$ cat config.mk
export PLATFORM = sky130hd
export DESIGN_NAME = csl_clock_stop_latch
export DESIGN_NICKNAME = d
export VERILOG_FILES = /design/src/csl_sync.v /design/src/csl_div.v /design/src/csl_clock_stop_latch.v
export VERILOG_INCLUDE_DIRS = /design/src
export SDC_FILE = /design/constraint.sdc
export NUM_CORES = 1
export LEC_CHECK = 0
export ABC_AREA = 1
export ABC_CLOCK_PERIOD_IN_PS = 1800
export BUFFER_PORTS_ARGS = -buffer_cell sky130_fd_sc_hd__buf_2
export CORE_ASPECT_RATIO = 1.75
export CORE_MARGIN = 2
export CORE_UTILIZATION = 40
export CTS_BUF_LIST = sky130_fd_sc_hd__clkbuf_4 sky130_fd_sc_hd__clkbuf_8
export CTS_CLUSTER_DIAMETER = 50
export DETAILED_ROUTE_END_ITERATION = 7
export MAX_ROUTING_LAYER = met4
export PLACE_DENSITY = 0.65
export SLEW_MARGIN = 5
export SYNTH_ARGS = -nofsm -noshare
export SYNTH_HDL_FRONTEND = slang
export SYNTH_SLANG_ARGS = --single-unit
$ cat constraint.sdc
create_clock -name clock -period 1.8 [get_ports clock]
set_input_delay 0.09 -clock clock [delete_from_list [all_inputs] [get_ports clock]]
set_output_delay 0.09 -clock clock [all_outputs]
set_load 0.02 [all_outputs]
$ cat src/csl_defs.vh
// Constants for the clock stop and strap latch block
`ifndef CSL_DEFS_VH
`define CSL_DEFS_VH
`define CSL_N_CPU 4
`define CSL_N_BUS 6
`define CSL_N_STRAP 5
`define CSL_CPU_HALF 2
`define CSL_BUS_HALF 4
`define CSL_DIV_CW 4
`define CSL_CLK_MHZ 10
`define CSL_PWRUP_TIME_US 3000
`define CSL_PWRUP_CYC 16'h7530
`define CSL_TMR_W 16
`define CSL_ST_WAIT 2'h0
`define CSL_ST_HOLD 2'h1
`define CSL_ST_RUN 2'h2
`endif

$ cat src/csl_sync.v
// Two-flop synchroniser for pin inputs
module csl_sync #(
	parameter W = 1
) (
	input wire clock,
	input wire arst_n,
	input wire [W-1:0] d,
	output wire [W-1:0] q
);
	reg [W-1:0] meta_r;
	reg [W-1:0] sync_r;

	always @(posedge clock or negedge arst_n) begin
		if (!arst_n) begin
			meta_r <= {W{1'b0}};
			sync_r <= {W{1'b0}};
		end else begin
			meta_r <= d;
			sync_r <= meta_r;
		end
	end

	assign q = sync_r;
endmodule // csl_sync

$ cat src/csl_div.v
// Clock divider with a flag for the last low cycle
module csl_div #(
	parameter HALF = 2,
	parameter CW = 4
) (
	input wire clock,
	input wire arst_n,
	output wire level,
	output wire rise_next
);
	localparam integer LAST_I = HALF - 1;
	localparam [CW-1:0] LAST = LAST_I[CW-1:0];
	reg [CW-1:0] cnt_r;
	reg level_r;

	always @(posedge clock or negedge arst_n) begin
		if (!arst_n) begin
			cnt_r <= {CW{1'b0}};
			level_r <= 1'b0;
		end else if (cnt_r == LAST) begin
			cnt_r <= {CW{1'b0}};
			level_r <= ~level_r;
		end else begin
			cnt_r <= cnt_r + 1'b1;
		end
	end

	assign level = level_r;
	// High on the cycle before the level rises
	assign rise_next = (cnt_r == LAST) && !level_r;
endmodule // csl_div

$ cat src/csl_clock_stop_latch.v
// Clock halt gating and power-up strap latch
`include "csl_defs.vh"
module csl_clock_stop_latch #(
	parameter N_CPU = `CSL_N_CPU,
	parameter N_BUS = `CSL_N_BUS,
	parameter N_STRAP = `CSL_N_STRAP,
	parameter CPU_HALF = `CSL_CPU_HALF,
	parameter BUS_HALF = `CSL_BUS_HALF,
	parameter [`CSL_TMR_W-1:0] PWRUP_CYC = `CSL_PWRUP_CYC
) (
	input wire clock,
	input wire arst_n,
	input wire cpu_halt_n,
	input wire bus_halt_n,
	input wire supply_ok,
	input wire [N_STRAP-1:0] strap_pin_in,
	output reg [N_CPU-1:0] cpu_clk_out_r,
	output reg [N_BUS-1:0] gated_bus_clock_outputs_r,
	output reg free_running_bus_clock_r,
	output reg [N_STRAP-1:0] strap_pin_out_r,
	output reg [N_STRAP-1:0] strap_pin_oe_n_r,
	output reg [N_STRAP-1:0] strap_cfg_r,
	output reg clocks_running_r
);
	localparam [`CSL_TMR_W-1:0] TMR_ONE = {{(`CSL_TMR_W-1){1'b0}}, 1'b1};
	localparam [`CSL_TMR_W-1:0] TMR_LAST = PWRUP_CYC - TMR_ONE;

	wire cpu_halt_n_s;
	wire bus_halt_n_s;
	wire supply_ok_s;
	wire [N_STRAP-1:0] strap_s;
	wire cpu_lvl;
	wire cpu_rise;
	wire bus_lvl;
	wire bus_rise;

	reg [1:0] state_r;
	reg [1:0] state_nxt;
	reg [`CSL_TMR_W-1:0] tmr_r;
	reg cpu_en_r;
	reg bus_en_r;
	reg fr_en_r;
	reg [`CSL_TMR_W-1:0] tmr_nxt;
	reg cpu_en_nxt;
	reg bus_en_nxt;
	reg fr_en_nxt;
	reg running_nxt;
	reg taken_r;
	wire capture_now;
	wire timer_done;
	wire cpu_gate;
	wire bus_gate;
	wire fr_gate;
	genvar gi;

	// One synchroniser per control pin
	csl_sync #(.W(1)) u_sync_cpu (
		.clock(clock),
		.arst_n(arst_n),
		.d(cpu_halt_n),
		.q(cpu_halt_n_s)
	);

	csl_sync #(.W(1)) u_sync_bus (
		.clock(clock),
		.arst_n(arst_n),
		.d(bus_halt_n),
		.q(bus_halt_n_s)
	);

	csl_sync #(.W(1)) u_sync_supply (
		.clock(clock),
		.arst_n(arst_n),
		.d(supply_ok),
		.q(supply_ok_s)
	);

	// Pins are released while sampled so the pull-up gives one
	csl_sync #(.W(N_STRAP)) u_sync_strap (
		.clock(clock),
		.arst_n(arst_n),
		.d(strap_pin_in),
		.q(strap_s)
	);

	csl_div #(.HALF(CPU_HALF), .CW(`CSL_DIV_CW)) u_div_cpu (
		.clock(clock),
		.arst_n(arst_n),
		.level(cpu_lvl),
		.rise_next(cpu_rise)
	);

	csl_div #(.HALF(BUS_HALF), .CW(`CSL_DIV_CW)) u_div_bus (
		.clock(clock),
		.arst_n(arst_n),
		.level(bus_lvl),
		.rise_next(bus_rise)
	);

	// Power-up sequence
	always @* begin
		state_nxt = state_r;
		case (state_r)
			`CSL_ST_WAIT: begin
				if (supply_ok_s) begin
					state_nxt = `CSL_ST_HOLD;
				end
			end
			`CSL_ST_HOLD: begin
				if (timer_done) begin
					state_nxt = `CSL_ST_RUN;
				end
			end
			`CSL_ST_RUN: begin
				state_nxt = `CSL_ST_RUN;
			end
			default: begin
				state_nxt = `CSL_ST_WAIT;
			end
		endcase
	end

	// Capture and expiry strobes
	assign capture_now = (state_r == `CSL_ST_WAIT) && supply_ok_s && !taken_r;
	assign timer_done = (state_r == `CSL_ST_HOLD) && (tmr_r == TMR_LAST);

	// Sequencer state
	always @(posedge clock or negedge arst_n) begin
		if (!arst_n) begin
			state_r <= `CSL_ST_WAIT;
		end else begin
			state_r <= state_nxt;
		end
	end

	// Sticky mark, so a state upset cannot recapture
	always @(posedge clock or negedge arst_n) begin
		if (!arst_n) begin
			taken_r <= 1'b0;
		end else if (capture_now) begin
			taken_r <= 1'b1;
		end
	end

	// Power-up timer counts only while holding
	always @* begin
		tmr_nxt = tmr_r;
		if (state_r == `CSL_ST_HOLD) begin
			tmr_nxt = tmr_r + TMR_ONE;
		end
	end

	// Timer register
	always @(posedge clock or negedge arst_n) begin
		if (!arst_n) begin
			tmr_r <= {`CSL_TMR_W{1'b0}};
		end else begin
			tmr_r <= tmr_nxt;
		end
	end

	// Clocks run once the timer has expired
	always @* begin
		running_nxt = 1'b0;
		if (state_nxt == `CSL_ST_RUN) begin
			running_nxt = 1'b1;
		end
	end

	always @(posedge clock or negedge arst_n) begin
		if (!arst_n) begin
			clocks_running_r <= 1'b0;
		end else begin
			clocks_running_r <= running_nxt;
		end
	end

	// Enables change only just before a rise, so no runt pulses
	always @* begin
		cpu_en_nxt = cpu_en_r;
		if (cpu_rise) begin
			cpu_en_nxt = clocks_running_r & cpu_halt_n_s;
		end
	end

	always @* begin
		bus_en_nxt = bus_en_r;
		if (bus_rise) begin
			bus_en_nxt = clocks_running_r & bus_halt_n_s;
		end
	end

	always @* begin
		fr_en_nxt = fr_en_r;
		if (bus_rise) begin
			fr_en_nxt = clocks_running_r;
		end
	end

	// Enable registers
	always @(posedge clock or negedge arst_n) begin
		if (!arst_n) begin
			cpu_en_r <= 1'b0;
		end else begin
			cpu_en_r <= cpu_en_nxt;
		end
	end

	always @(posedge clock or negedge arst_n) begin
		if (!arst_n) begin
			bus_en_r <= 1'b0;
		end else begin
			bus_en_r <= bus_en_nxt;
		end
	end

	always @(posedge clock or negedge arst_n) begin
		if (!arst_n) begin
			fr_en_r <= 1'b0;
		end else begin
			fr_en_r <= fr_en_nxt;
		end
	end

	// Divider levels gated by their enables
	assign cpu_gate = cpu_lvl & cpu_en_r;
	assign bus_gate = bus_lvl & bus_en_r;
	assign fr_gate = bus_lvl & fr_en_r;

	// Processor clocks, parked low when halted
	generate
		for (gi = 0; gi < N_CPU; gi = gi + 1) begin : g_cpu
			always @(posedge clock or negedge arst_n) begin
				if (!arst_n) begin
					cpu_clk_out_r[gi] <= 1'b0;
				end else begin
					cpu_clk_out_r[gi] <= cpu_gate;
				end
			end
		end
	endgenerate

	// Gated bus clocks, parked low when halted
	generate
		for (gi = 0; gi < N_BUS; gi = gi + 1) begin : g_bus
			always @(posedge clock or negedge arst_n) begin
				if (!arst_n) begin
					gated_bus_clock_outputs_r[gi] <= 1'b0;
				end else begin
					gated_bus_clock_outputs_r[gi] <= bus_gate;
				end
			end
		end
	endgenerate

	// Free-running bus clock
	always @(posedge clock or negedge arst_n) begin
		if (!arst_n) begin
			free_running_bus_clock_r <= 1'b0;
		end else begin
			free_running_bus_clock_r <= fr_gate;
		end
	end

	// Strap configuration, taken once
	generate
		for (gi = 0; gi < N_STRAP; gi = gi + 1) begin : g_strap_cfg
			always @(posedge clock or negedge arst_n) begin
				if (!arst_n) begin
					strap_cfg_r[gi] <= 1'b0;
				end else if (capture_now) begin
					strap_cfg_r[gi] <= strap_s[gi];
				end
			end
		end
	endgenerate

	// Dual pins become outputs after capture
	generate
		for (gi = 0; gi < N_STRAP; gi = gi + 1) begin : g_strap_oe
			always @(posedge clock or negedge arst_n) begin
				if (!arst_n) begin
					strap_pin_oe_n_r[gi] <= 1'b1;
				end else if (capture_now) begin
					strap_pin_oe_n_r[gi] <= 1'b0;
				end
			end
		end
	endgenerate

	// Dual pins low until the clocks run
	generate
		for (gi = 0; gi < N_STRAP; gi = gi + 1) begin : g_strap_out
			always @(posedge clock or negedge arst_n) begin
				if (!arst_n) begin
					strap_pin_out_r[gi] <= 1'b0;
				end else begin
					strap_pin_out_r[gi] <= fr_gate;
				end
			end
		end
	endgenerate
endmodule // csl_clock_stop_latch

* Yosys cells after proc, flatten, opt, wreduce, memory -nomap -nowiden
Index checks and enable logic that the tools add are counted.
** Cells by class
- Add/sub/neg operators :: 3
- Equality and inequality tests :: 6
- Muxes and demuxes :: 6
- Bitwise operators :: 7
- Reduce and logical (&&, ||, !) cells :: 9
** Operator list (count)
- $add 16x1->16 const B :: 1
- $eq 16x15->1 const B :: 1
- $add 4x1->4 const B :: 2
- $mux 4 :: 2
- $pmux 2 s3 :: 1
- $and 1x1->1 :: 5
- $logic_and 1x1->1 :: 5
- $eq 2x2->1 const B :: 2
- $eq 4x1->1 const B :: 1
- $eq 4x2->1 const B :: 1
- $mux 2 :: 2
- $logic_not 1->1 :: 3
- $eq 2x1->1 const B :: 1
- $logic_not 2->1 :: 1
- $not 1->1 :: 2
- $mux 1 :: 1
** Word-level totals
- Bits in registers :: 58
- Logic and storage cells :: 59

* Longest topological paths before layout
- Word-level depth :: 6
- Gate-level depth with buffers :: 9
- Gate-level depth less buffers :: 9

* By module
A second synthesis with hierarchy kept.
** Unflattened totals
- Cells, all modules :: 241
- Area total of the unflattened synthesis :: 2469.9 um2
** Modules (own cells, without submodules)
- csl_clock_stop_latch :: times used 1, cells each 174, area each 1622.8 um2, sequential area each 802.0 um2
- csl_sync (u_sync_strap) :: times used 1, cells each 10, area each 250.2 um2, sequential area each 250.2 um2
- csl_div (u_div_bus) :: times used 1, cells each 26, area each 227.7 um2, sequential area each 125.1 um2
- csl_div (u_div_cpu) :: times used 1, cells each 25, area each 219.0 um2, sequential area each 125.1 um2
- csl_sync (u_sync_bus ...) :: times used 3, cells each 2, area each 50.0 um2, sequential area each 50.0 um2

* Worst setup path before layout
Ideal clock, no wire load.
- Path type :: register -> register
- From :: reg tmr_r[0]
- To :: reg tmr_r[12]
- Data arrival time :: 1.085 ns
- Slack :: 0.602 ns
- Cell stages (with the launch flop) :: 9
- Buffers on the path :: 0
- Clock period less this slack :: 1.198 ns
- Cell sequence :: dfrtp_1 > ha_1 > nand2_2 > nor2_4 > nand2_4 > nor2_4 > nand3_1 > nand2_1 > inv_1
** On the way
- Longest elaborated chain between the ends :: 1
** RTL lines
- start: declaration :: RTL line csl_clock_stop_latch.v:39 : reg [`CSL_TMR_W-1:0] tmr_r;
- start signal: assignment :: RTL line csl_clock_stop_latch.v:156 : tmr_r <= {`CSL_TMR_W{1'b0}};
- start signal: assignment :: RTL line csl_clock_stop_latch.v:158 : tmr_r <= tmr_nxt;
- $add 16x1->16 :: RTL line csl_clock_stop_latch.v:149 : tmr_nxt = tmr_r + TMR_ONE;
No other way between the ends.
A chain may end at the register's enable or synchronous reset.

* Worst setup path in the final report
Ends and elaborated chain as after synthesis.

==> summary.md <==
| Metric | Value |
|---|---|
| Post-CTS sizing | `0` |
| Worst Tran Pin Value | `0.329 ns` |
| Outcome | `finished clean` |
| Remaining DRCs | `0` |
| Vias in the first global route | `1665` |
| # IOs | `37` |
| Post-Place Cells | `348` |
| Reg2Reg Depth | `8` |
| H-tree levels | `3` |
| Yosys Warn Count | `0` |
| Maximum clock frequency | `782 MHz` |
| Layout area overhead | `19.4%` |
| Gate Count Post-Synth | `251` |
| Router iterations before antenna repair | `4` |
| TritonCTS clock tree | `yes` |
| Final setup fails | `0` |
| Cell Area, Synth | `2470 sq um` |
| Gp weighted congestion | `0.798` |
| Overflow after GRT | `0` |
| CP Capture Type | `flop` |
| CTS Sinks | `58` |
| Path type of the worst min-delay path | `in -> async` |
| Initial antenna violation count | `0` |
| Seq/Total Area, Yosys | `58.8%` |
| Maxcap violations | `0` |
| Final Critical Period | `1.28 ns` |
| Clk root buf | `clkbuf_8` |
| Unrepaired setup endpoints after global routing | `no` |
| Ratio of cells with drive above 1 in the final layout | `24.4%` |
| DRT Wirelength | `3860 um` |
| RR Endpoint | `tmr_r[12]` |
| WP data arrival | `1.50 ns` |
| Setup TNS | `0 ns` |
| Die Width | `63.4 um` |
| Core area | `5930 sq um` |
| Slew Limit Headroom | `78.0%` |
| Fillers | `587` |
| Top post-synthesis cells by area | `dfrtp_1 (58%), nand2_1 (8.8%), buf_4 (5.5%)` |
| Total track usage | `13.5%` |
| Total CTS buffers | `9` |
| Number of synthesized register bits | `58` |
| Yosys top cell area share | `57.8%` |
| Total number of vias | `1603` |
| Critical Path RT | `2.02 ns` |
| Final #Nets | `302` |
| Post-synthesis cell type count | `27` |
| Clk_lat worst skew | `0.32 ns` |
| Hold_buf cts | `9` |
| Worst-path clk slew | `0.06 ns` |
| Reg2reg setup slack | `0.52 ns` |
| Worst r2r src | `tmr_r[0]` |
| Largest net degree at the start of global routing | `40` |
| Peak supply drop | `954 uV` |
| Synth Area per Inst | `9.84 sq um` |
| Starting Density | `41.7%` |
| Antenna diodes | `0` |
| Vias per inst | `4.30` |
| Crit. Startpoint | `tmr_r[0]` |
| Fin cells | `373` |
| Starting DRT DRC Count | `23` |
| Static Leak | `0.00159 uW` |
| Final clock skew | `0.00666 ns` |
| Crit path to | `tmr_r[12]` |
| Buffer count from post-CTS setup fixing | `0` |
| CP Launch Type | `flop` |
| Final ANT Viol Nets | `0` |
| IO Port Bufs | `36` |
| Cell taking the most area after synthesis | `dfrtp_1` |
| Std-Cell Rows | `37` |
| Avg WL per Cell | `10.3 um` |
| Critical path type | `reg -> reg` |
| PD cells | `1140 nW/um^2` |
| Die Height | `108 um` |
| First-pass GRT wire length | `6810 um` |
| Syn Nets | `263` |
| Die area | `6840 sq um` |
| Final hold violations | `0` |
| Slew Viols, Final | `0` |
| Final period utilization | `71.1%` |
| Crit path max fanout | `6` |
| Worst-case clock buffer depth | `2` |
| DP HPWL | `2940 um` |
==> state kept, by name, indices dropped and copies added, names as in the netlist, 2 cells and up <==
signal,count
strap_cfg_r,5
tmr_r,16
u_div_bus.cnt_r,4
u_div_cpu.cnt_r,4
u_sync_strap.meta_r,5
u_sync_strap.q,5
state_r,2
==> layout make-up <==
type / instances / area (sq um) / area share [%]
flip-flops and latches: 58 / 1450 / 49.3
multi-input cells: 135 / 728 / 24.7
repair buffers: 47 / 298 / 10.1
inverters: 39 / 148 / 5.01
clock buffers: 11 / 145 / 4.93
well taps: 78 / 97.6 / 3.31
clock inverters: 5 / 77.6 / 2.63
==> report_power, final <==
part | switching [uW] | internal (uW) | total (uW)
Sequential | 121 | 1450 | 1570
Combinational | 300 | 184 | 484
Clock | 473 | 827 | 1300
Total | 895 | 2460 | 3350
==> worst min-delay path by stage <==
stage | from | end | slack, ns
after global placement | arst_n | tmr_r[3] | -0.06
after global routing | arst_n | tmr_r[3] | 0.15
final | arst_n | tmr_r[5] | 0.15
after detailed placement | arst_n | tmr_r[13] | -0.06
after floorplan | arst_n | bus_en_r | -0.21
after CTS | arst_n | tmr_r[5] | 0.12
==> logic make-up after synthesis <==
kind of cell	after synthesis	share of synthesized area [%]
AO/OA/AOI/OAI	11	2.43
adder cells (fa/ha/maj)	2	1.01
flip-flops	58	58.8
buffers and inverters	58	11.7
AND/OR/NAND/NOR	111	21.8
XOR/XNOR	11	4.21
==> through the flow <==
stage	hold WS [ns]	utilization, %	power [uW]	worst slack (ns)	area (sq um)
floorplan	-0.206	-	1920	0.602	2470
detailed placement	-0.0576	44.4	2070	0.509	2630
global placement	-0.0581	44.4	2050	0.551	2630
global route	0.154	49.7	3550	0.375	2950
finish	0.148	49.7	3350	0.521	2950
CTS	0.119	49.7	3420	0.507	2950
==> worst max-delay path, cell delays in order (launching register included) <==
cell     delay (ns)
dfrtp_1        0.38
ha_1           0.22
nand2_2        0.08
nor2_4         0.11
nand2_4        0.06
nor2_4         0.14
nand3_1        0.08
nand2_1        0.07
inv_1          0.03
==> synth_stat cells <==
| library cell | instances |
|---|---|
| or2_2 | 1 |
| nor3_2 | 2 |
| nor2_8 | 1 |
| a21oi_1 | 1 |
| buf_2 | 1 |
| nand4_1 | 5 |
| xor2_2 | 1 |
| xnor2_1 | 5 |
| inv_2 | 2 |
| buf_4 | 18 |
| o21ai_0 | 8 |
| nor3_1 | 3 |
| xor2_1 | 5 |
| nand2_1 | 58 |
| nand2_4 | 3 |
| o31ai_1 | 1 |
| clkinv_2 | 1 |
| dfrtp_1 | 57 |
| nor2_2 | 1 |
| nor2_4 | 3 |
| nand2_2 | 2 |
| nand3_1 | 18 |
| dfstp_2 | 1 |
| inv_1 | 36 |
| ha_1 | 2 |
| nor2_1 | 14 |
| o21bai_1 | 1 |
==> layout by cell type (no fill, tap or decap), types with 2 or more instances in the layout <==
| cell | instances |
|---|---|
| clkinv_2 | 3 |
| nand2_2 | 2 |
| nor3_2 | 2 |
| dlygate4sd3_1 | 9 |
| inv_2 | 2 |
| nand4_1 | 5 |
| xor2_1 | 5 |
| nor2_1 | 14 |
| buf_2 | 36 |
| nand2_4 | 3 |
| dfrtp_1 | 57 |
| xnor2_1 | 5 |
| bufinv_16 | 2 |
| nor3_1 | 3 |
| inv_1 | 36 |
| o21ai_0 | 8 |
| ha_1 | 2 |
| nand3_1 | 18 |
| nor2_4 | 3 |
| clkbuf_8 | 10 |
| nand2_1 | 58 |
==> metal layers <==
layer | track usage, % | share of wire (%)
met1 | 13.6 | 39
met2 | 23.3 | 55
met3 | 3.24 | 3.6
met4 | 8.39 | 1.8
met5 | - | 0
Power figures use the tool's default switching activity.
